$ cat src/design/bsq_cfg.svh
// register map, field layout, reset values and timing figures of the sequencer
`ifndef BSQ_CFG_SVH
`define BSQ_CFG_SVH
`define BSQ_IDX_EN_CTRL   5'h06
`define BSQ_IDX_STEP      5'h07
`define BSQ_IDX_R3_STUP   5'h08
`define BSQ_IDX_R4_STUP   5'h09
`define BSQ_IDX_R1_SHDN   5'h0a
`define BSQ_IDX_R2_SHDN   5'h0b
`define BSQ_IDX_R3_SHDN   5'h0c
`define BSQ_IDX_R4_SHDN   5'h0d
`define BSQ_IDX_WDOG_FILT 5'h0e
`define BSQ_IDX_FUNC      5'h0f
`define BSQ_IDX_STATUS    5'h16
`define BSQ_CODE_W        5
`define BSQ_DEB_W         3
`define BSQ_STEP_BIT      7
`define BSQ_RST_ZERO      8'h00
`define BSQ_RST_WDOG_FILT 8'h02
`define BSQ_RST_FUNC      8'h43
`define BSQ_CLK_MHZ       100
`define BSQ_STEP_US       1000
`define BSQ_DEB_UNIT_US   800
`define BSQ_DEB_MAX_SHIFT 6
`endif

$ cat src/design/bsq_pkg.sv
// types shared by the sequencer modules
package bsq_pkg;
   typedef enum logic [3:0] {
      BSQ_SEQ_OFF  = 4'b0001,
      BSQ_SEQ_UP   = 4'b0010,
      BSQ_SEQ_ON   = 4'b0100,
      BSQ_SEQ_DOWN = 4'b1000
   } bsq_seq_type;

   typedef enum logic [3:0] {
      BSQ_FN_ALL_EN   = 4'h0,
      BSQ_FN_R1_EN    = 4'h1,
      BSQ_FN_ALL_VSEL = 4'h5,
      BSQ_FN_R1_VSEL  = 4'h6,
      BSQ_FN_ALL_LPM  = 4'ha,
      BSQ_FN_R1_LPM   = 4'hb
   } bsq_role_type;
endpackage

$ cat src/design/bsq_top.sv
// buck sequencing, watchdog debounce and input mapping with wishbone registers
//
// Register access over Wishbone was chosen for this implementation.
`include "bsq_cfg.svh"

// Overview of operation
// - regulator 3 turns on startup code times step after enable rises
// - regulator 4 turns on startup code times step after enable rises
// - regulator 1 turns off shutdown code times step after enable falls
// - regulator 2 turns off shutdown code times step after enable falls
// - regulator 3 turns off shutdown code times step after enable falls
// - regulator 4 turns off shutdown code times step after enable falls
// - watchdog input debounced: 001 0.8, 010 1.6, 011 3.2 ms
// - debounce 100 6.4, 101 12.8, 111 51.2 ms, 000 none
// - input one role from upper nibble of function select
// - input zero role from lower nibble of function select
// - role 0 global enable, 1 to 4 regulator enables
// - role 5 global voltage select, 6 to 9 regulator voltage selects
// - role 10 global low power, 11 and 12 regulators 1 and 2
// - delay step 1 ms when step bit clear, 2 ms when set
// - startup delays count from enable pin or global enable rising
// - regulator enabled when software bit or mapped input is high
module bsq_top
   import bsq_pkg::*;
#(
   parameter int STEP_CYCLES = `BSQ_STEP_US * `BSQ_CLK_MHZ,
   parameter int DEB_CYCLES  = `BSQ_DEB_UNIT_US * `BSQ_CLK_MHZ,
   parameter int CNT_W       = 23
)(
   input  wire logic        clk_i,                          // 100 MHz clock
   input  wire logic        rst_i,                          // sync reset, high
   input  wire logic        wb_cyc_i,                       // bus cycle
   input  wire logic        wb_stb_i,                       // strobe
   input  wire logic        wb_we_i,                        // write enable
   input  wire logic [6:0]  wb_adr_i,                       // byte address
   input  wire logic [3:0]  wb_sel_i,                       // byte enables
   input  wire logic [31:0] wb_dat_i,                       // write data
   output logic             wb_ack_o,                       // acknowledge
   output logic [31:0]      wb_dat_o,                       // read data
   input  wire logic        enable_pin_i,                   // enable pin
   input  wire logic        general_input_zero_i,           // input zero
   input  wire logic        general_input_one_i,            // input one
   input  wire logic        watchdog_reset_input_n_i,       // watchdog reset, low
   output logic [3:0]       regulator_enable_o,             // regulator 1..4 on
   output logic [3:0]       regulator_voltage_select_o,     // regulator 1..4 vsel
   output logic [3:0]       regulator_low_power_request_o,  // regulator 1..4 lpm
   output logic             global_voltage_select_o,        // global vsel
   output logic             global_low_power_request_o,     // global lpm
   output logic             watchdog_reset_n_o              // debounced watchdog
);
   logic [7:0]             en_ctrl;
   logic                   delay_step_unit;
   logic [`BSQ_CODE_W-1:0] regulator3_startup_code;
   logic [`BSQ_CODE_W-1:0] regulator4_startup_code;
   logic [`BSQ_CODE_W-1:0] shdn_code [4];
   logic [`BSQ_DEB_W-1:0]  watchdog_debounce_code;
   logic [3:0]             input_zero_role_code;
   logic [3:0]             input_one_role_code;
   logic [`BSQ_CODE_W-1:0] stup_code [4];
   logic [4:0]             idx;
   logic                   wr;
   logic [31:0]            next_rdata;
   logic                   global_output_enable;
   logic                   enable_source;
   logic [3:0]             map_en;
   logic [3:0]             map_vsel;
   logic [3:0]             map_lpm;
   logic                   map_all_vsel;
   logic                   map_all_lpm;
   logic [3:0]             seq_on;
   logic [3:0]             sw_en;
   logic [3:0]             sw_lpm;
   logic [3:0]             gin;
   logic [7:0]             roles;

   assign idx = wb_adr_i[6:2];
   assign wr  = wb_cyc_i && wb_stb_i && wb_we_i && !wb_ack_o && wb_sel_i[0];

   // one-cycle answer, dropped the cycle after
   always_ff @(posedge clk_i)
   begin
      if (rst_i)
         wb_ack_o <= 1'b0;
      else
         wb_ack_o <= wb_cyc_i && wb_stb_i && !wb_ack_o;
   end

   always_ff @(posedge clk_i)
   begin
      if (rst_i)
      begin
         en_ctrl                 <= `BSQ_RST_ZERO;
         delay_step_unit         <= 1'b0;
         regulator3_startup_code <= '0;
         regulator4_startup_code <= '0;
         shdn_code               <= '{default: '0};
         watchdog_debounce_code  <= `BSQ_DEB_W'(`BSQ_RST_WDOG_FILT);
         input_one_role_code     <= 4'(`BSQ_RST_FUNC >> 4);
         input_zero_role_code    <= 4'(`BSQ_RST_FUNC);
      end
      else if (wr)
      begin
         case (idx)
            `BSQ_IDX_EN_CTRL: en_ctrl                 <= wb_dat_i[7:0];
            `BSQ_IDX_STEP:    delay_step_unit         <= wb_dat_i[`BSQ_STEP_BIT];
            `BSQ_IDX_R3_STUP: regulator3_startup_code <= wb_dat_i[`BSQ_CODE_W-1:0];
            `BSQ_IDX_R4_STUP: regulator4_startup_code <= wb_dat_i[`BSQ_CODE_W-1:0];
            `BSQ_IDX_R1_SHDN: shdn_code[0]            <= wb_dat_i[`BSQ_CODE_W-1:0];
            `BSQ_IDX_R2_SHDN: shdn_code[1]            <= wb_dat_i[`BSQ_CODE_W-1:0];
            `BSQ_IDX_R3_SHDN: shdn_code[2]            <= wb_dat_i[`BSQ_CODE_W-1:0];
            `BSQ_IDX_R4_SHDN: shdn_code[3]            <= wb_dat_i[`BSQ_CODE_W-1:0];
            `BSQ_IDX_WDOG_FILT: watchdog_debounce_code <= wb_dat_i[`BSQ_DEB_W-1:0];
            `BSQ_IDX_FUNC:
            begin
               input_one_role_code  <= wb_dat_i[7:4];
               input_zero_role_code <= wb_dat_i[3:0];
            end
            default: ;
         endcase
      end
   end

   // reserved bits and unmapped words read as zero
   always_comb
   begin
      next_rdata = '0;
      case (idx)
         `BSQ_IDX_EN_CTRL: next_rdata[7:0] = en_ctrl;
         `BSQ_IDX_STEP:    next_rdata[`BSQ_STEP_BIT] = delay_step_unit;
         `BSQ_IDX_R3_STUP: next_rdata[`BSQ_CODE_W-1:0] = regulator3_startup_code;
         `BSQ_IDX_R4_STUP: next_rdata[`BSQ_CODE_W-1:0] = regulator4_startup_code;
         `BSQ_IDX_R1_SHDN: next_rdata[`BSQ_CODE_W-1:0] = shdn_code[0];
         `BSQ_IDX_R2_SHDN: next_rdata[`BSQ_CODE_W-1:0] = shdn_code[1];
         `BSQ_IDX_R3_SHDN: next_rdata[`BSQ_CODE_W-1:0] = shdn_code[2];
         `BSQ_IDX_R4_SHDN: next_rdata[`BSQ_CODE_W-1:0] = shdn_code[3];
         `BSQ_IDX_WDOG_FILT: next_rdata[`BSQ_DEB_W-1:0] = watchdog_debounce_code;
         `BSQ_IDX_FUNC:    next_rdata[7:0] = {input_one_role_code, input_zero_role_code};
         `BSQ_IDX_STATUS:  next_rdata[4:0] = {watchdog_reset_n_o, regulator_enable_o};
         default:          next_rdata = '0;
      endcase
   end

   always_ff @(posedge clk_i)
   begin
      if (rst_i)
         wb_dat_o <= '0;
      else if (wb_cyc_i && wb_stb_i && !wb_ack_o && !wb_we_i)
         wb_dat_o <= next_rdata;
   end

   // role decode of both general inputs; codes above 12 map to nothing
   assign gin   = {2'b00, general_input_one_i, general_input_zero_i};
   assign roles = {input_one_role_code, input_zero_role_code};

   always_comb
   begin
      global_output_enable = 1'b0;
      map_en               = '0;
      map_vsel             = '0;
      map_lpm              = '0;
      map_all_vsel         = 1'b0;
      map_all_lpm          = 1'b0;
      for (int i = 0; i < 2; i++)
      begin
         global_output_enable |= gin[i] && roles[4*i +: 4] == BSQ_FN_ALL_EN;
         map_all_vsel         |= gin[i] && roles[4*i +: 4] == BSQ_FN_ALL_VSEL;
         map_all_lpm          |= gin[i] && roles[4*i +: 4] == BSQ_FN_ALL_LPM;
         for (int k = 0; k < 4; k++)
         begin
            map_en[k]   |= gin[i] && roles[4*i +: 4] == 4'(BSQ_FN_R1_EN) + 4'(k);
            map_vsel[k] |= gin[i] && roles[4*i +: 4] == 4'(BSQ_FN_R1_VSEL) + 4'(k);
         end
         for (int k = 0; k < 2; k++)
            map_lpm[k] |= gin[i] && roles[4*i +: 4] == 4'(BSQ_FN_R1_LPM) + 4'(k);
      end
   end

   assign enable_source = enable_pin_i || global_output_enable;
   assign stup_code[0]  = '0;
   assign stup_code[1]  = '0;
   assign stup_code[2]  = regulator3_startup_code;
   assign stup_code[3]  = regulator4_startup_code;

   for (genvar k = 0; k < 4; k++)
   begin : g_seq
      assign sw_en[k]  = en_ctrl[2*k];
      assign sw_lpm[k] = en_ctrl[2*k+1];
      bsq_seq_timer #(
         .STEP_CYCLES (STEP_CYCLES),
         .CNT_W       (CNT_W)
      ) bsq_seq_timer_inst (
         .clk_i         (clk_i),
         .rst_i         (rst_i),
         .src_i         (enable_source),
         .up_code_i     (stup_code[k]),
         .dn_code_i     (shdn_code[k]),
         .step_double_i (delay_step_unit),
         .on_o          (seq_on[k])
      );
   end

   always_ff @(posedge clk_i)
   begin
      if (rst_i)
      begin
         regulator_enable_o            <= '0;
         regulator_voltage_select_o    <= '0;
         regulator_low_power_request_o <= '0;
         global_voltage_select_o       <= 1'b0;
         global_low_power_request_o    <= 1'b0;
      end
      else
      begin
         regulator_enable_o            <= seq_on | sw_en | map_en;
         regulator_voltage_select_o    <= map_vsel;
         regulator_low_power_request_o <= map_lpm | sw_lpm;
         global_voltage_select_o       <= map_all_vsel;
         global_low_power_request_o    <= map_all_lpm;
      end
   end

   bsq_debounce #(
      .UNIT_CYCLES (DEB_CYCLES),
      .CNT_W       (CNT_W)
   ) bsq_debounce_inst (
      .clk_i   (clk_i),
      .rst_i   (rst_i),
      .in_n_i  (watchdog_reset_input_n_i),
      .code_i  (watchdog_debounce_code),
      .out_n_o (watchdog_reset_n_o)
   );

   property p_ack_pulse;
      @(posedge clk_i) disable iff (rst_i)
      wb_ack_o |=> !wb_ack_o;
   endproperty
   a_ack_pulse: assert property (p_ack_pulse) else $error("ack longer than one cycle");

   property p_sw_enable;
      @(posedge clk_i) disable iff (rst_i)
      en_ctrl[0] |=> regulator_enable_o[0];
   endproperty
   a_sw_enable: assert property (p_sw_enable) else $error("software enable ignored");

   property p_map_reg1_en;
      @(posedge clk_i) disable iff (rst_i)
      (general_input_zero_i && input_zero_role_code == 4'h1) |=> regulator_enable_o[0];
   endproperty
   a_map_reg1_en: assert property (p_map_reg1_en) else $error("input zero enable lost");

   property p_map_vsel;
      @(posedge clk_i) disable iff (rst_i)
      (general_input_one_i && input_one_role_code == 4'h9) |=> regulator_voltage_select_o[3];
   endproperty
   a_map_vsel: assert property (p_map_vsel) else $error("input one vsel lost");

   property p_map_global_low_power_request;
      @(posedge clk_i) disable iff (rst_i)
      global_low_power_request_o |-> $past(general_input_zero_i && input_zero_role_code == 4'ha)
                                  || $past(general_input_one_i && input_one_role_code == 4'ha);
   endproperty
   a_map_global_low_power_request: assert property (p_map_global_low_power_request) else $error("low power without source");

   property p_reserved_zero;
      @(posedge clk_i) disable iff (rst_i)
      (wb_cyc_i && wb_stb_i && !wb_ack_o && !wb_we_i && idx == `BSQ_IDX_WDOG_FILT) |=> wb_dat_o[31:3] == '0;
   endproperty
   a_reserved_zero: assert property (p_reserved_zero) else $error("reserved bits not zero");

   property p_role_write;
      @(posedge clk_i) disable iff (rst_i)
      (wr && idx == `BSQ_IDX_FUNC) |=> input_one_role_code == $past(wb_dat_i[7:4])
                                    && input_zero_role_code == $past(wb_dat_i[3:0]);
   endproperty
   a_role_write: assert property (p_role_write) else $error("function select not stored");

   property p_ack_answer;
      @(posedge clk_i) disable iff (rst_i)
      (wb_cyc_i && wb_stb_i && !wb_ack_o) |=> wb_ack_o;
   endproperty
   a_ack_answer: assert property (p_ack_answer) else $error("request not acknowledged");

   property p_sel_ignored;
      @(posedge clk_i) disable iff (rst_i)
      (wb_cyc_i && wb_stb_i && wb_we_i && !wb_ack_o && !wb_sel_i[0]) |=> $stable(en_ctrl) && $stable(roles);
   endproperty
   a_sel_ignored: assert property (p_sel_ignored) else $error("write without low byte lane stored");

   property p_all_vsel;
      @(posedge clk_i) disable iff (rst_i)
      (general_input_zero_i && input_zero_role_code == 4'h5) |=> global_voltage_select_o;
   endproperty
   a_all_vsel: assert property (p_all_vsel) else $error("input zero global vsel lost");

   property p_map_lpm2;
      @(posedge clk_i) disable iff (rst_i)
      (general_input_one_i && input_one_role_code == 4'hc) |=> regulator_low_power_request_o[1];
   endproperty
   a_map_lpm2: assert property (p_map_lpm2) else $error("input one low power lost");

   property p_status_read;
      @(posedge clk_i) disable iff (rst_i)
      (wb_cyc_i && wb_stb_i && !wb_ack_o && !wb_we_i && idx == `BSQ_IDX_STATUS)
         |=> wb_dat_o[4:0] == {$past(watchdog_reset_n_o), $past(regulator_enable_o)};
   endproperty
   a_status_read: assert property (p_status_read) else $error("status read wrong");

   property p_step_write;
      @(posedge clk_i) disable iff (rst_i)
      (wr && idx == `BSQ_IDX_STEP) |=> delay_step_unit == $past(wb_dat_i[`BSQ_STEP_BIT]);
   endproperty
   a_step_write: assert property (p_step_write) else $error("step select not stored");
endmodule // bsq_top

$ cat src/design/bsq_seq_timer.sv
// one regulator's startup and shutdown delay sequencer
`include "bsq_cfg.svh"
module bsq_seq_timer
   import bsq_pkg::*;
#(
   parameter int STEP_CYCLES = 100000,
   parameter int CNT_W       = 23
)(
   input  wire logic                   clk_i,         // system clock
   input  wire logic                   rst_i,         // sync reset
   input  wire logic                   src_i,         // enable source level
   input  wire logic [`BSQ_CODE_W-1:0] up_code_i,     // startup code
   input  wire logic [`BSQ_CODE_W-1:0] dn_code_i,     // shutdown code
   input  wire logic                   step_double_i, // 2 ms step
   output logic                        on_o           // sequenced enable
);
   bsq_seq_type      state;
   logic [CNT_W-1:0] cnt;
   logic [CNT_W-1:0] step_len;
   logic [CNT_W-1:0] up_len;
   logic [CNT_W-1:0] dn_len;

   if (STEP_CYCLES < 1 || 64'(62) * 64'(STEP_CYCLES) >= (64'(1) << CNT_W))
   begin : g_chk
      $error("bsq_seq_timer: counter too narrow for step");
   end

   assign step_len = step_double_i ? CNT_W'(2 * STEP_CYCLES) : CNT_W'(STEP_CYCLES);
   assign up_len   = CNT_W'(up_code_i * step_len) - CNT_W'(1);
   assign dn_len   = CNT_W'(dn_code_i * step_len) - CNT_W'(1);

   // level-following sequencer, each instance independent
   always_ff @(posedge clk_i)
   begin
      if (rst_i)
      begin
         state <= BSQ_SEQ_OFF;
         cnt   <= '0;
      end
      else
      begin
         case (state)
            BSQ_SEQ_OFF:
               if (src_i)
               begin
                  state <= (up_code_i == '0) ? BSQ_SEQ_ON : BSQ_SEQ_UP;
                  cnt   <= up_len;
               end
            BSQ_SEQ_UP:
               if (!src_i)
                  state <= BSQ_SEQ_OFF;
               else if (cnt == '0)
                  state <= BSQ_SEQ_ON;
               else
                  cnt <= cnt - CNT_W'(1);
            BSQ_SEQ_ON:
               if (!src_i)
               begin
                  state <= (dn_code_i == '0) ? BSQ_SEQ_OFF : BSQ_SEQ_DOWN;
                  cnt   <= dn_len;
               end
            BSQ_SEQ_DOWN:
               if (src_i)
                  state <= BSQ_SEQ_ON;
               else if (cnt == '0)
                  state <= BSQ_SEQ_OFF;
               else
                  cnt <= cnt - CNT_W'(1);
            default:
               state <= BSQ_SEQ_OFF;
         endcase
      end
   end

   always_ff @(posedge clk_i)
   begin
      if (rst_i)
         on_o <= 1'b0;
      else
         on_o <= (state == BSQ_SEQ_ON) || (state == BSQ_SEQ_DOWN);
   end

   property p_up_load;
      @(posedge clk_i) disable iff (rst_i)
      (state == BSQ_SEQ_OFF && src_i && up_code_i != '0)
         |=> state == BSQ_SEQ_UP && cnt == CNT_W'($past(up_code_i) * $past(step_len)) - CNT_W'(1);
   endproperty
   a_up_load: assert property (p_up_load) else $error("startup count wrong");

   property p_dn_zero;
      @(posedge clk_i) disable iff (rst_i)
      (state == BSQ_SEQ_ON && !src_i && dn_code_i == '0) |=> ##1 !on_o;
   endproperty
   a_dn_zero: assert property (p_dn_zero) else $error("zero shutdown not immediate");

   property p_dn_abort;
      @(posedge clk_i) disable iff (rst_i)
      (state == BSQ_SEQ_DOWN && src_i) |=> state == BSQ_SEQ_ON ##1 on_o;
   endproperty
   a_dn_abort: assert property (p_dn_abort) else $error("shutdown not cancelled");
endmodule // bsq_seq_timer

$ cat src/design/bsq_debounce.sv
// debounce filter for the active-low watchdog reset input
`include "bsq_cfg.svh"
module bsq_debounce
#(
   parameter int UNIT_CYCLES = 80000,
   parameter int CNT_W       = 23
)(
   input  wire logic                  clk_i,   // system clock
   input  wire logic                  rst_i,   // sync reset
   input  wire logic                  in_n_i,  // raw input, active low
   input  wire logic [`BSQ_DEB_W-1:0] code_i,  // debounce code
   output logic                       out_n_o  // filtered, active low
);
   logic [CNT_W-1:0] cnt;
   logic [CNT_W-1:0] len;

   if (UNIT_CYCLES < 1 || (64'(UNIT_CYCLES) << `BSQ_DEB_MAX_SHIFT) >= (64'(1) << CNT_W))
   begin : g_chk
      $error("bsq_debounce: counter too narrow");
   end

   // 0.8 ms doubled per code step; reserved 110 falls back to the longest
   always_comb
   begin
      if (code_i == 3'h0)
         len = '0;
      else if (code_i >= 3'h6)
         len = CNT_W'(UNIT_CYCLES) << `BSQ_DEB_MAX_SHIFT;
      else
         len = CNT_W'(UNIT_CYCLES) << (code_i - 3'h1);
   end

   always_ff @(posedge clk_i)
   begin
      if (rst_i)
      begin
         out_n_o <= 1'b1;
         cnt     <= '0;
      end
      else if (in_n_i == out_n_o)
         cnt <= '0;
      else if (cnt + CNT_W'(1) >= len)
      begin
         out_n_o <= in_n_i;
         cnt     <= '0;
      end
      else
         cnt <= cnt + CNT_W'(1);
   end

   property p_change_cause;
      @(posedge clk_i) disable iff (rst_i)
      $changed(out_n_o) |-> $past(in_n_i) != $past(out_n_o);
   endproperty
   a_change_cause: assert property (p_change_cause) else $error("output moved without input");

   property p_no_filter;
      @(posedge clk_i) disable iff (rst_i)
      (code_i == 3'h0 && in_n_i != out_n_o) |=> out_n_o == $past(in_n_i);
   endproperty
   a_no_filter: assert property (p_no_filter) else $error("code 000 must pass through");

   property p_hold_short;
      @(posedge clk_i) disable iff (rst_i)
      (UNIT_CYCLES > 1 && code_i == 3'h1 && in_n_i != out_n_o && cnt == '0) ##1 (in_n_i != out_n_o)
         |-> $stable(out_n_o);
   endproperty
   a_hold_short: assert property (p_hold_short) else $error("debounce ended too soon");
endmodule // bsq_debounce

$ cat config.mk
export PLATFORM = sky130hd
export DESIGN_NAME = bsq_top
export DESIGN_NICKNAME = d
export VERILOG_FILES = /design/src/design/bsq_pkg.sv /design/src/design/bsq_top.sv /design/src/design/bsq_seq_timer.sv /design/src/design/bsq_debounce.sv
export VERILOG_INCLUDE_DIRS = /design/src /design/src/design
export SDC_FILE = /design/constraint.sdc
export NUM_CORES = 1
export LEC_CHECK = 0
export BUFFER_PORTS_ARGS = -buffer_cell sky130_fd_sc_hd__buf_2
export CAP_MARGIN = 10
export CORE_MARGIN = 2
export CORE_UTILIZATION = 58
export CTS_CLUSTER_DIAMETER = 60
export DETAILED_ROUTE_END_ITERATION = 10
export GPL_ROUTABILITY_DRIVEN = 0
export MAX_ROUTING_LAYER = met4
export PLACE_DENSITY = 0.89
export SKIP_LAST_GASP = 1
export SLEW_MARGIN = 5
export SYNTH_ARGS = -nofsm -noshare
export SYNTH_HDL_FRONTEND = slang
export SYNTH_HIERARCHICAL = 1
export SYNTH_SLANG_ARGS = --single-unit
$ cat constraint.sdc
create_clock -name clk_i -period 4.9 [get_ports clk_i]
set_input_delay 1.47 -clock clk_i [delete_from_list [all_inputs] [get_ports clk_i]]
set_output_delay 1.47 -clock clk_i [all_outputs]
set_load 0.05 [all_outputs]
After elaboration in Yosys (flattened, before gate mapping)
Index checks and enable logic that the tools add are counted.

Muxes and demuxes: 63. Multiply operators: 6. Reduce and logical (&&, ||, !) cells: 76. Bitwise operators: 17. Equal/unequal tests: 76. Shift operators: 1. Order comparisons: 2. $add $sub $neg: 12.

Operator list (number): 23-bit 2-to-1 mux (21); 23-bit one-hot mux with 4 select lines (4); 23-bit by 1-bit subtractor with 23-bit output, second input constant (10); 5-bit by 23-bit multiplier with 23-bit output (6); 4-bit 2-to-1 mux (27); 23-bit logical NOT (4); 4-bit one-hot mux with 4 select lines (4); 4-bit equality test, second input constant (14); 4-bit by 3-bit equality test with 1-bit output, second input constant (12); 5-bit by 4-bit equality test with 1-bit output, second input constant (8); 4-bit by 2-bit equality test with 1-bit output, second input constant (8); 1-bit logical AND (32); 5-bit logical NOT (6); 3-bit one-hot mux with 10 select lines (1); 2-bit != test, second input constant (14); 4-bit by 1-bit equality test with 1-bit output, second input constant (6); 23-bit by 1-bit adder with 23-bit output, second input constant (1); 23-bit >= comparator (1); 17-bit by 3-bit left shift with 23-bit output, first input constant (1); 2-bit AND reduction (11); 5-bit AND reduction (4); 18-bit 2-to-1 mux (1); 3-bit by 2-bit != test with 1-bit output, second input constant (6); 2-bit one-hot mux with 9 select lines (1); other kinds (22) (50).

Register bits: 209. Word-level logic and storage cells: 285. Output and inout bits: 48.

Depth between registers and ports, before layout
Gate-level depths: netlist (run 1).

Depth after elaboration: 6. Gate-level depth with buffers: 19. Mapped depth without buffers: 17.

By module
The synthesis (run 1) kept the hierarchy.

By module, submodules not included: bsq_seq_timer at g_seq[1].bsq_seq_timer_inst (times used 1, area each 5242.5 um2, sequential area each 560.5 um2, cells each 700); bsq_seq_timer at g_seq[3].bsq_seq_timer_inst (times used 1, area each 5081.1 um2, sequential area each 560.5 um2, cells each 662); bsq_seq_timer at g_seq[0].bsq_seq_timer_inst (times used 1, area each 5033.6 um2, sequential area each 560.5 um2, cells each 661); bsq_seq_timer at g_seq[2].bsq_seq_timer_inst (times used 1, area each 4988.5 um2, sequential area each 560.5 um2, cells each 673); bsq_top (times used 1, area each 3619.7 um2, sequential area each 1461.4 um2, cells each 390); bsq_debounce (times used 1, area each 1811.7 um2, sequential area each 480.5 um2, cells each 208).

Least setup slack after synthesis (run 1)
Ideal clock, no wire load.

Path type: reg2reg. From: register delay_step_unit. To: register g_seq[0].bsq_seq_timer_inst.cnt[19]. Setup slack: 0.124 ns. Buffers on the path: 3. Arrival: 4.656 ns. Required time: 4.780 ns. Cell stages (with the launch flop): 17. Period minus slack after synthesis: 4.776 ns. Library setup time: 0.120 ns. Path through: dfxtp_1 -> clkbuf_1 -> clkbuf_1 -> and2_1 -> fa_1 -> clkbuf_1 -> xnor2_1 -> fa_1 -> inv_1 -> ha_1 -> a21oi_1 -> o21ai_0 -> a2111oi_1 -> o311ai_0 -> a21oi_1 -> nor3b_1 -> o31a_1.

Cells in the longest elaborated chain, start to end: 5.

RTL lines: start: declaration (line bsq_top.sv:52) `logic delay_step_unit;`; start signal: assignment (line bsq_top.sv:105) `` `BSQ_IDX_STEP: delay_step_unit <= wb_dat_i[`BSQ_STEP_BIT]; ``; 18-bit 2-to-1 mux (line bsq_seq_timer.sv:28) `assign step_len = step_double_i ? CNT_W'(2 * STEP_CYCLES) : CNT_W'(STEP_CYCLES);`; 5-bit by 23-bit multiplier with 23-bit output (line bsq_seq_timer.sv:30) `assign dn_len = CNT_W'(dn_code_i * step_len) - CNT_W'(1);`; 23-bit by 1-bit subtractor with 23-bit output (line bsq_seq_timer.sv:30); 23-bit 2-to-1 mux (line bsq_seq_timer.sv:57) `if (!src_i)`; 23-bit one-hot mux with 4 select lines (line bsq_seq_timer.sv:42) `case (state)`; end signal: assignment (line bsq_seq_timer.sv:47) `cnt <= up_len;`; end signal: assignment (line bsq_seq_timer.sv:55) `cnt <= cnt - CNT_W'(1);`; end signal: assignment (line bsq_seq_timer.sv:60) `cnt <= dn_len;`; end: declaration (line bsq_seq_timer.sv:18) `logic [CNT_W-1:0] cnt;`.

No other way between the ends. The select of a mux whose other input is x is not followed. A chain may end at the register's enable or synchronous reset.

Worst setup path after layout (run 1)
From: register delay_step_unit. To: register g_seq[2].bsq_seq_timer_inst.cnt[21].

Cells in the longest elaborated chain, start to end: 5. Elaborated cells on any way between the ends: 8.

RTL lines (line): 18-bit 2-to-1 mux * (bsq_seq_timer.sv:28); 5-bit by 23-bit multiplier with 23-bit output (on tied branches) (bsq_seq_timer.sv:30, bsq_seq_timer.sv:29); 23-bit by 1-bit subtractor with 23-bit output (on tied branches) (bsq_seq_timer.sv:30, bsq_seq_timer.sv:29); 23-bit 2-to-1 mux (on tied branches) (bsq_seq_timer.sv:57, bsq_seq_timer.sv:44); 23-bit one-hot mux with 4 select lines * (bsq_seq_timer.sv:42); end signal: assignment (bsq_seq_timer.sv:47); end signal: assignment (bsq_seq_timer.sv:55); end signal: assignment (bsq_seq_timer.sv:60); end: declaration (bsq_seq_timer.sv:18).

Mark *: on every way between the ends. The rest lies on a longest branch, timed or not. The select of a mux whose other input is x is not followed.

==> flow_summary.ini, run 1 <==
[clocking]
clk_pin_slew_ns = 0.06
clock_latency_ns = 0.60
cts_sinks = 209
hold_buffers = 0
cts-buffers-inserted = 28
cts_root_buffer = clkbuf_16
h-tree-depth = 1
cts_tree = yes
cts_buffer_depth = 3

[yosys]
synth_top_family_by_area = adder cells
seq_area_frac_synth_pct = 16.2
yosysWarnings = 6
yosys.area_share.simple_pct = 22.3
synth-xor-area-share_pct = 5.39
netlist_area_mm2 = 0.0258
synth_edf_count = 0
synthCells = 3294
synth-compound-area-share_pct = 19.8
ys_types = 114
synthArstFlopShare_pct = 0
synth.avg_cell_area_um2 = 7.83
ys_ff_latch = 209
synthMuxAreaShare_pct = 3.52
ys.flop_type = dfxtp_1
synth_fa_ha_area_share_pct = 24.3

[detailed_routing]
drtPass1Iterations = 8
drc_errors = 0
via_per_inst = 6.14
drt_iter0_drc = 2379
ant_nets = 0
vias = 24200
drt_wl_total_um = 66200
wl_per_cell_um = 16.8

[worst_setup_path]
path_buf_inv = 2
path_delay_family = adder cells
end_kind = register
worstSetupPathType = register to register
worstPathArrival_ns = 5.10
cpPeakStageDelay_ns = 0.54
critical_path_required_ns = 5.33
cp-start-kind = register
worst_path_max_delay_cell = fa_1
cp_max_fo = 22
crit_chain = nor2b_1, or2_2, ha_1, inv_1, fa_1, fa_1, inv_1, ha_1, a211oi_1, o211ai_1, a221oi_2, mux2i_1, o22ai_1, a211oi_1, nor3_1

[grt]
grt_pass1_wl_um = 111000
grt_util_all_layers_pct = 28.9
grt_pass1_vias = 23600
grt-busiest-layer = met2
grt_max_degree = 82
met2_usage_pct = 48.0
use_met3_pct = 3.98
use_met1_pct = 34.8
overflow = 0
grt_antenna_before_repair = 7

[power_and_ir_drop]
ir_drop_mv = 0.273
power_w = 0.00706
powerDensity_mw_per_mm2 = 257
power.leakage_nw = 12.8

[timing]
worstMarginPinSlew_ns = 0.967
min_period_over_period_pct = 95.2
max_freq_mhz = 214
slew_headroom_pct = 35.3
fin_tns_setup_ns = 0
slew_violations = 0
setup_viol = 0
period_minus_slack_ns = 4.66
skew_ns = 0.0316
rsz0062_at_grt = true
holdWs_ns = 0.462
finalHoldViolCount = 0

[cells_and_area]
layout_commonest_cell = inv_1
final_cell_mix = inv_1 (372), nor2_1 (327), ha_1 (327)
area_delta_synth_final_pct = 6.83
fin_area_mm2 = 0.0275
layout.nets = 3804
fillers = 3538
layout-drive-gt1-share_pct = 7.48
final_cells = 3944

[placed_design]
placed_cell_area_mm2 = 0.0265
io_buffers = 46
dp_hpwl_um = 49900
place_inst = 3882

[floorplan]
start_util_pct = 58.5
dieHeight_um = 215
fp.dieW_um = 215
io_pins = 100
coreArea_mm2 = 0.0440
die-area_mm2 = 0.0461
num_rows = 77

[worst_hold_path]
hold_path.class = register to register

[run]
cap_violations = 0

[run_status]
status = finished, final reports clean
## worst reg2reg max path, delay by kind of cell, from the launching register on
family | cells | cell delay [ns]
multiplexers | 1 | 0.31
AND/OR/NAND/NOR | 3 | 0.51
adder cells (fa/ha/maj) | 4 | 1.64
AO/OA/AOI/OAI | 5 | 1.32
flip-flops | 1 | 0.50
buffers and inverters | 2 | 0.21
## sequential cells by signal, indices dropped and copies added, names as in the netlist, 5 cells and up
register,count
bsq_debounce_inst/cnt,23
en_ctrl,8
g_seq.bsq_seq_timer_inst/cnt,92
g_seq.bsq_seq_timer_inst/state,16
regulator3_startup_code,5
regulator4_startup_code,5
shdn_code,20
wb_dat_o,8
## path summary, 6_finish.rpt
check	start	end	slack, ns	cells past startpoint
hold / removal	bsq_debounce_inst/cnt[0]$_SDFF_PP0_	bsq_debounce_inst/cnt[0]$_SDFF_PP0_	0.46	1
setup reg to reg	delay_step_unit$_SDFFE_PP0P_	g_seq[2].bsq_seq_timer_inst/cnt[21]$_SDFFE_PP0P_	0.24	15
setup / recovery	delay_step_unit$_SDFFE_PP0P_	g_seq[2].bsq_seq_timer_inst/cnt[21]$_SDFFE_PP0P_	0.24	15
hold reg to reg	bsq_debounce_inst/cnt[0]$_SDFF_PP0_	bsq_debounce_inst/cnt[0]$_SDFF_PP0_	0.46	1
## synth_stat cells, types with 13 or more instances
cell type / count / area [µm²]
o21ai_0: 166 / 831
nand2b_1: 58 / 363
or4_1: 25 / 188
nor2_1: 327 / 1230
o21bai_1: 25 / 188
xnor2_1: 92 / 806
a21o_1: 44 / 330
dfxtp_1: 209 / 4180
a31oi_1: 24 / 150
nand4_1: 26 / 163
or2_2: 21 / 131
fa_1: 105 / 2100
nor4_1: 29 / 181
o21a_1: 20 / 150
nand3_1: 71 / 355
o22ai_1: 27 / 169
buf_2: 16 / 80.1
xor2_1: 63 / 552
and2_1: 37 / 231
a211oi_1: 51 / 383
inv_1: 372 / 1400
a22oi_1: 25 / 188
or3_1: 27 / 169
mux2i_1: 84 / 841
a311oi_1: 30 / 263
clkbuf_1: 97 / 364
nand2_1: 209 / 785
a21oi_1: 218 / 1090
nor2b_2: 13 / 114
nor2b_1: 51 / 319
o211ai_1: 20 / 150
a221oi_1: 13 / 114
o31ai_1: 20 / 150
buf_4: 26 / 195
and3_1: 16 / 100
ha_1: 327 / 4090
nor3_1: 75 / 375
nand3b_1: 19 / 143
## cell families after synthesis
| family | after synthesis |
|---|---|
| other | 5 |
| flip-flops | 209 |
| adder cells (fa/ha/maj) | 438 |
| AND/OR/NAND/NOR | 1085 |
| XOR/XNOR | 157 |
| AO/OA/AOI/OAI | 779 |
| buffers and inverters | 531 |
| multiplexers | 90 |
## per-stage QoR
step	util [%]	worst slack, ns
floorplan	-	0.124
global placement	60.3	0.301
detailed placement	60.3	0.220
CTS	62.4	0.172
global route	62.5	-0.0431
finish	62.5	0.236
## metal layers
metal,routed length [µm],vias up,part of all wire (%)
li1,-,11600,-
met4,2660,0,4.0
met5,0,-,0
met2,31500,1081,48
met3,5160,239,7.8
met1,26900,11300,41
## final cells by class
class	instances	area [µm²]	share of cell area, %
sequential	209	4190	15.2
tap	592	741	2.69
clock buffer	38	808	2.94
antenna	10	25.0	0.0909
clock inverter	14	146	0.532
inverter	372	1400	5.07
multi-input combinational	2627	19700	71.6
timing repair buffer	82	510	1.85
## power by group
| part | total (W) | internal, W | switching (W) |
|---|---|---|---|
| clock | 0.00208 | 0.00119 | 0.000888 |
| sequential | 0.00221 | 0.00191 | 0.000300 |
| combinational | 0.00278 | 0.00112 | 0.00166 |
| total | 0.00706 | 0.00421 | 0.00285 |
## timing repair
action | in CTS | in global routing
endpoints found under the hold margin | 0 | 0
setup endpoints to repair | 0 | 6
buffers inserted | 0 | 0
resized for setup | 0 | 4
No activity file was read; power rests on OpenSTA's default activity.
==> inputs of run 2 (changes only) <==
- MAX_ROUTING_LAYER: met4 -> default
- PLACE_DENSITY: 0.89 -> 0.78
==> flow_summary.ini, run 2 (synthesis results as in run 1) <==
[floorplan]
start_util_pct = 58.5
die-area_mm2 = 0.0461
num_rows = 77
fp.dieW_um = 215
coreArea_mm2 = 0.0440
io_pins = 100
dieHeight_um = 215

[grt]
grt_pass1_wl_um = 110000
grt_antenna_before_repair = 1
grt_max_degree = 132
grt_pass1_vias = 23000
grt_util_all_layers_pct = 27.6
overflow = 0

[placed_design]
place_inst = 3885
io_buffers = 46
placed_cell_area_mm2 = 0.0266
dp_hpwl_um = 50300

[clocking]
h-tree-depth = 1
cts_sinks = 209
clk_pin_slew_ns = 0.06
hold_buffers = 0
cts_tree = yes
cts_root_buffer = clkbuf_16
cts_buffer_depth = 3
cts-buffers-inserted = 30
clock_latency_ns = 0.59

[run]
cap_violations = 0

[timing]
slew_headroom_pct = 27.8
fin_tns_setup_ns = 0
rsz0062_at_grt = true
slew_violations = 0
setup_viol = 0
max_freq_mhz = 216
period_minus_slack_ns = 4.63
skew_ns = 0.0282
worstMarginPinSlew_ns = 1.08
min_period_over_period_pct = 94.6
finalHoldViolCount = 0

[worst_setup_path]
worstPathArrival_ns = 5.07
cp_max_fo = 25
cp-start-kind = register
end_kind = register
worstSetupPathType = register to register
critical_path_required_ns = 5.33

[detailed_routing]
via_per_inst = 6.05
ant_nets = 0
drc_errors = 0
drt_iter0_drc = 2412
drt_wl_total_um = 65200
vias = 23800
wl_per_cell_um = 16.5
drtPass1Iterations = 8

[cells_and_area]
num_antenna_cells = 0
top_register = g_seq.bsq_seq_timer_inst/cnt
top_regs = g_seq.bsq_seq_timer_inst/cnt: 92 flops, bsq_debounce_inst/cnt: 23 flops, shdn_code: 20 flops
layout.nets = 3811
largest_reg_flops = 92
layout_commonest_cell = inv_1
fillers = 3712
layout-drive-gt1-share_pct = 7.73
final_cells = 3942
area_delta_synth_final_pct = 7.27
final_cell_mix = inv_1 (372), nor2_1 (327), ha_1 (327)
fin_area_mm2 = 0.0277

[power_and_ir_drop]
powerDensity_mw_per_mm2 = 262
internal_power_w = 0.00441
switchingPower_w = 0.00284
power.leakage_nw = 12.8
p_clk_share_pct = 31.1
ir_drop_mv = 0.259
combPwrFrac_pct = 38.5
p_seq_share_pct = 30.4
p_sw_share_pct = 39.2

[run_status]
status = finished, final reports clean

[worst_hold_path]
hold_path.class = register to register
-- run 2: metrics by stage --
step                      util (%)  setup WS (ns)  hold WS, ns  total power, W
after floorplan                  -          0.124        0.429         0.00441
after global placement        60.3          0.286        0.443         0.00474
after detailed placement      60.3          0.134        0.458         0.00482
after CTS                     62.7          0.127        0.472         0.00709
after global routing          62.8        -0.0433        0.505         0.00769
final                         62.8          0.266        0.466         0.00726
-- run 2: layout make-up --
type,instances,area [µm²],area share (%)
flip-flops and latches,209,4190,15.1
inverters,372,1400,5.05
well taps,592,741,2.68
repair buffers,87,548,1.98
multi-input cells,2627,19700,71.4
clock inverters,15,206,0.747
clock buffers,40,840,3.04
-- run 2: power groups by stage --
stage                     combinational (W)  sequential [W]  clock [W]
final                               0.00279         0.00221    0.00226
after CTS                           0.00260         0.00219    0.00229
after detailed placement            0.00259         0.00223          0
after global routing                0.00309         0.00224    0.00235
after global placement              0.00253         0.00221          0
after floorplan                     0.00228         0.00213          0
-- run 2: repair_timing --
| item | CTS | global route |
|---|---|---|
| resized for setup | 0 | 7 |
| endpoints found under the setup margin | 0 | 11 |
| buffers inserted | 0 | 2 |
-- run 2: worst max-delay path, cell delays in order, from the launching register on --
cell and delay (ns):
dfxtp_4 0.45, buf_6 0.23, nor2b_1 0.10, or2_2 0.31, ha_1 0.32, inv_1 0.09, fa_1 0.49, fa_1 0.49
inv_1 0.04, ha_1 0.33, o21ai_0 0.20, o21bai_1 0.12, or2_2 0.33, a41o_1 0.27, a21boi_0 0.24, mux2i_1 0.31
a311oi_1 0.13
-- run 2: layer usage --
layer / vias up / track usage (%) / wire length, µm
met1: 11200 / 35.8 / 28100
met3: 165 / 3.62 / 4210
li1: 11600 / - / -
met2: 891 / 47.6 / 30900
met4: 0 / 8.98 / 1970
met5: - / 0 / 0
-- run 2: worst paths after layout --
path,startpoint,slack (ns),to,cells after the start
min reg2reg,bsq_debounce_inst/cnt[0]$_SDFF_PP0_,0.47,bsq_debounce_inst/cnt[0]$_SDFF_PP0_,1
max,delay_step_unit$_SDFFE_PP0P_,0.27,g_seq[3].bsq_seq_timer_inst/cnt[20]$_SDFFE_PP0P_,16
max reg2reg,delay_step_unit$_SDFFE_PP0P_,0.27,g_seq[3].bsq_seq_timer_inst/cnt[20]$_SDFFE_PP0P_,16
min,bsq_debounce_inst/cnt[0]$_SDFF_PP0_,0.47,bsq_debounce_inst/cnt[0]$_SDFF_PP0_,1
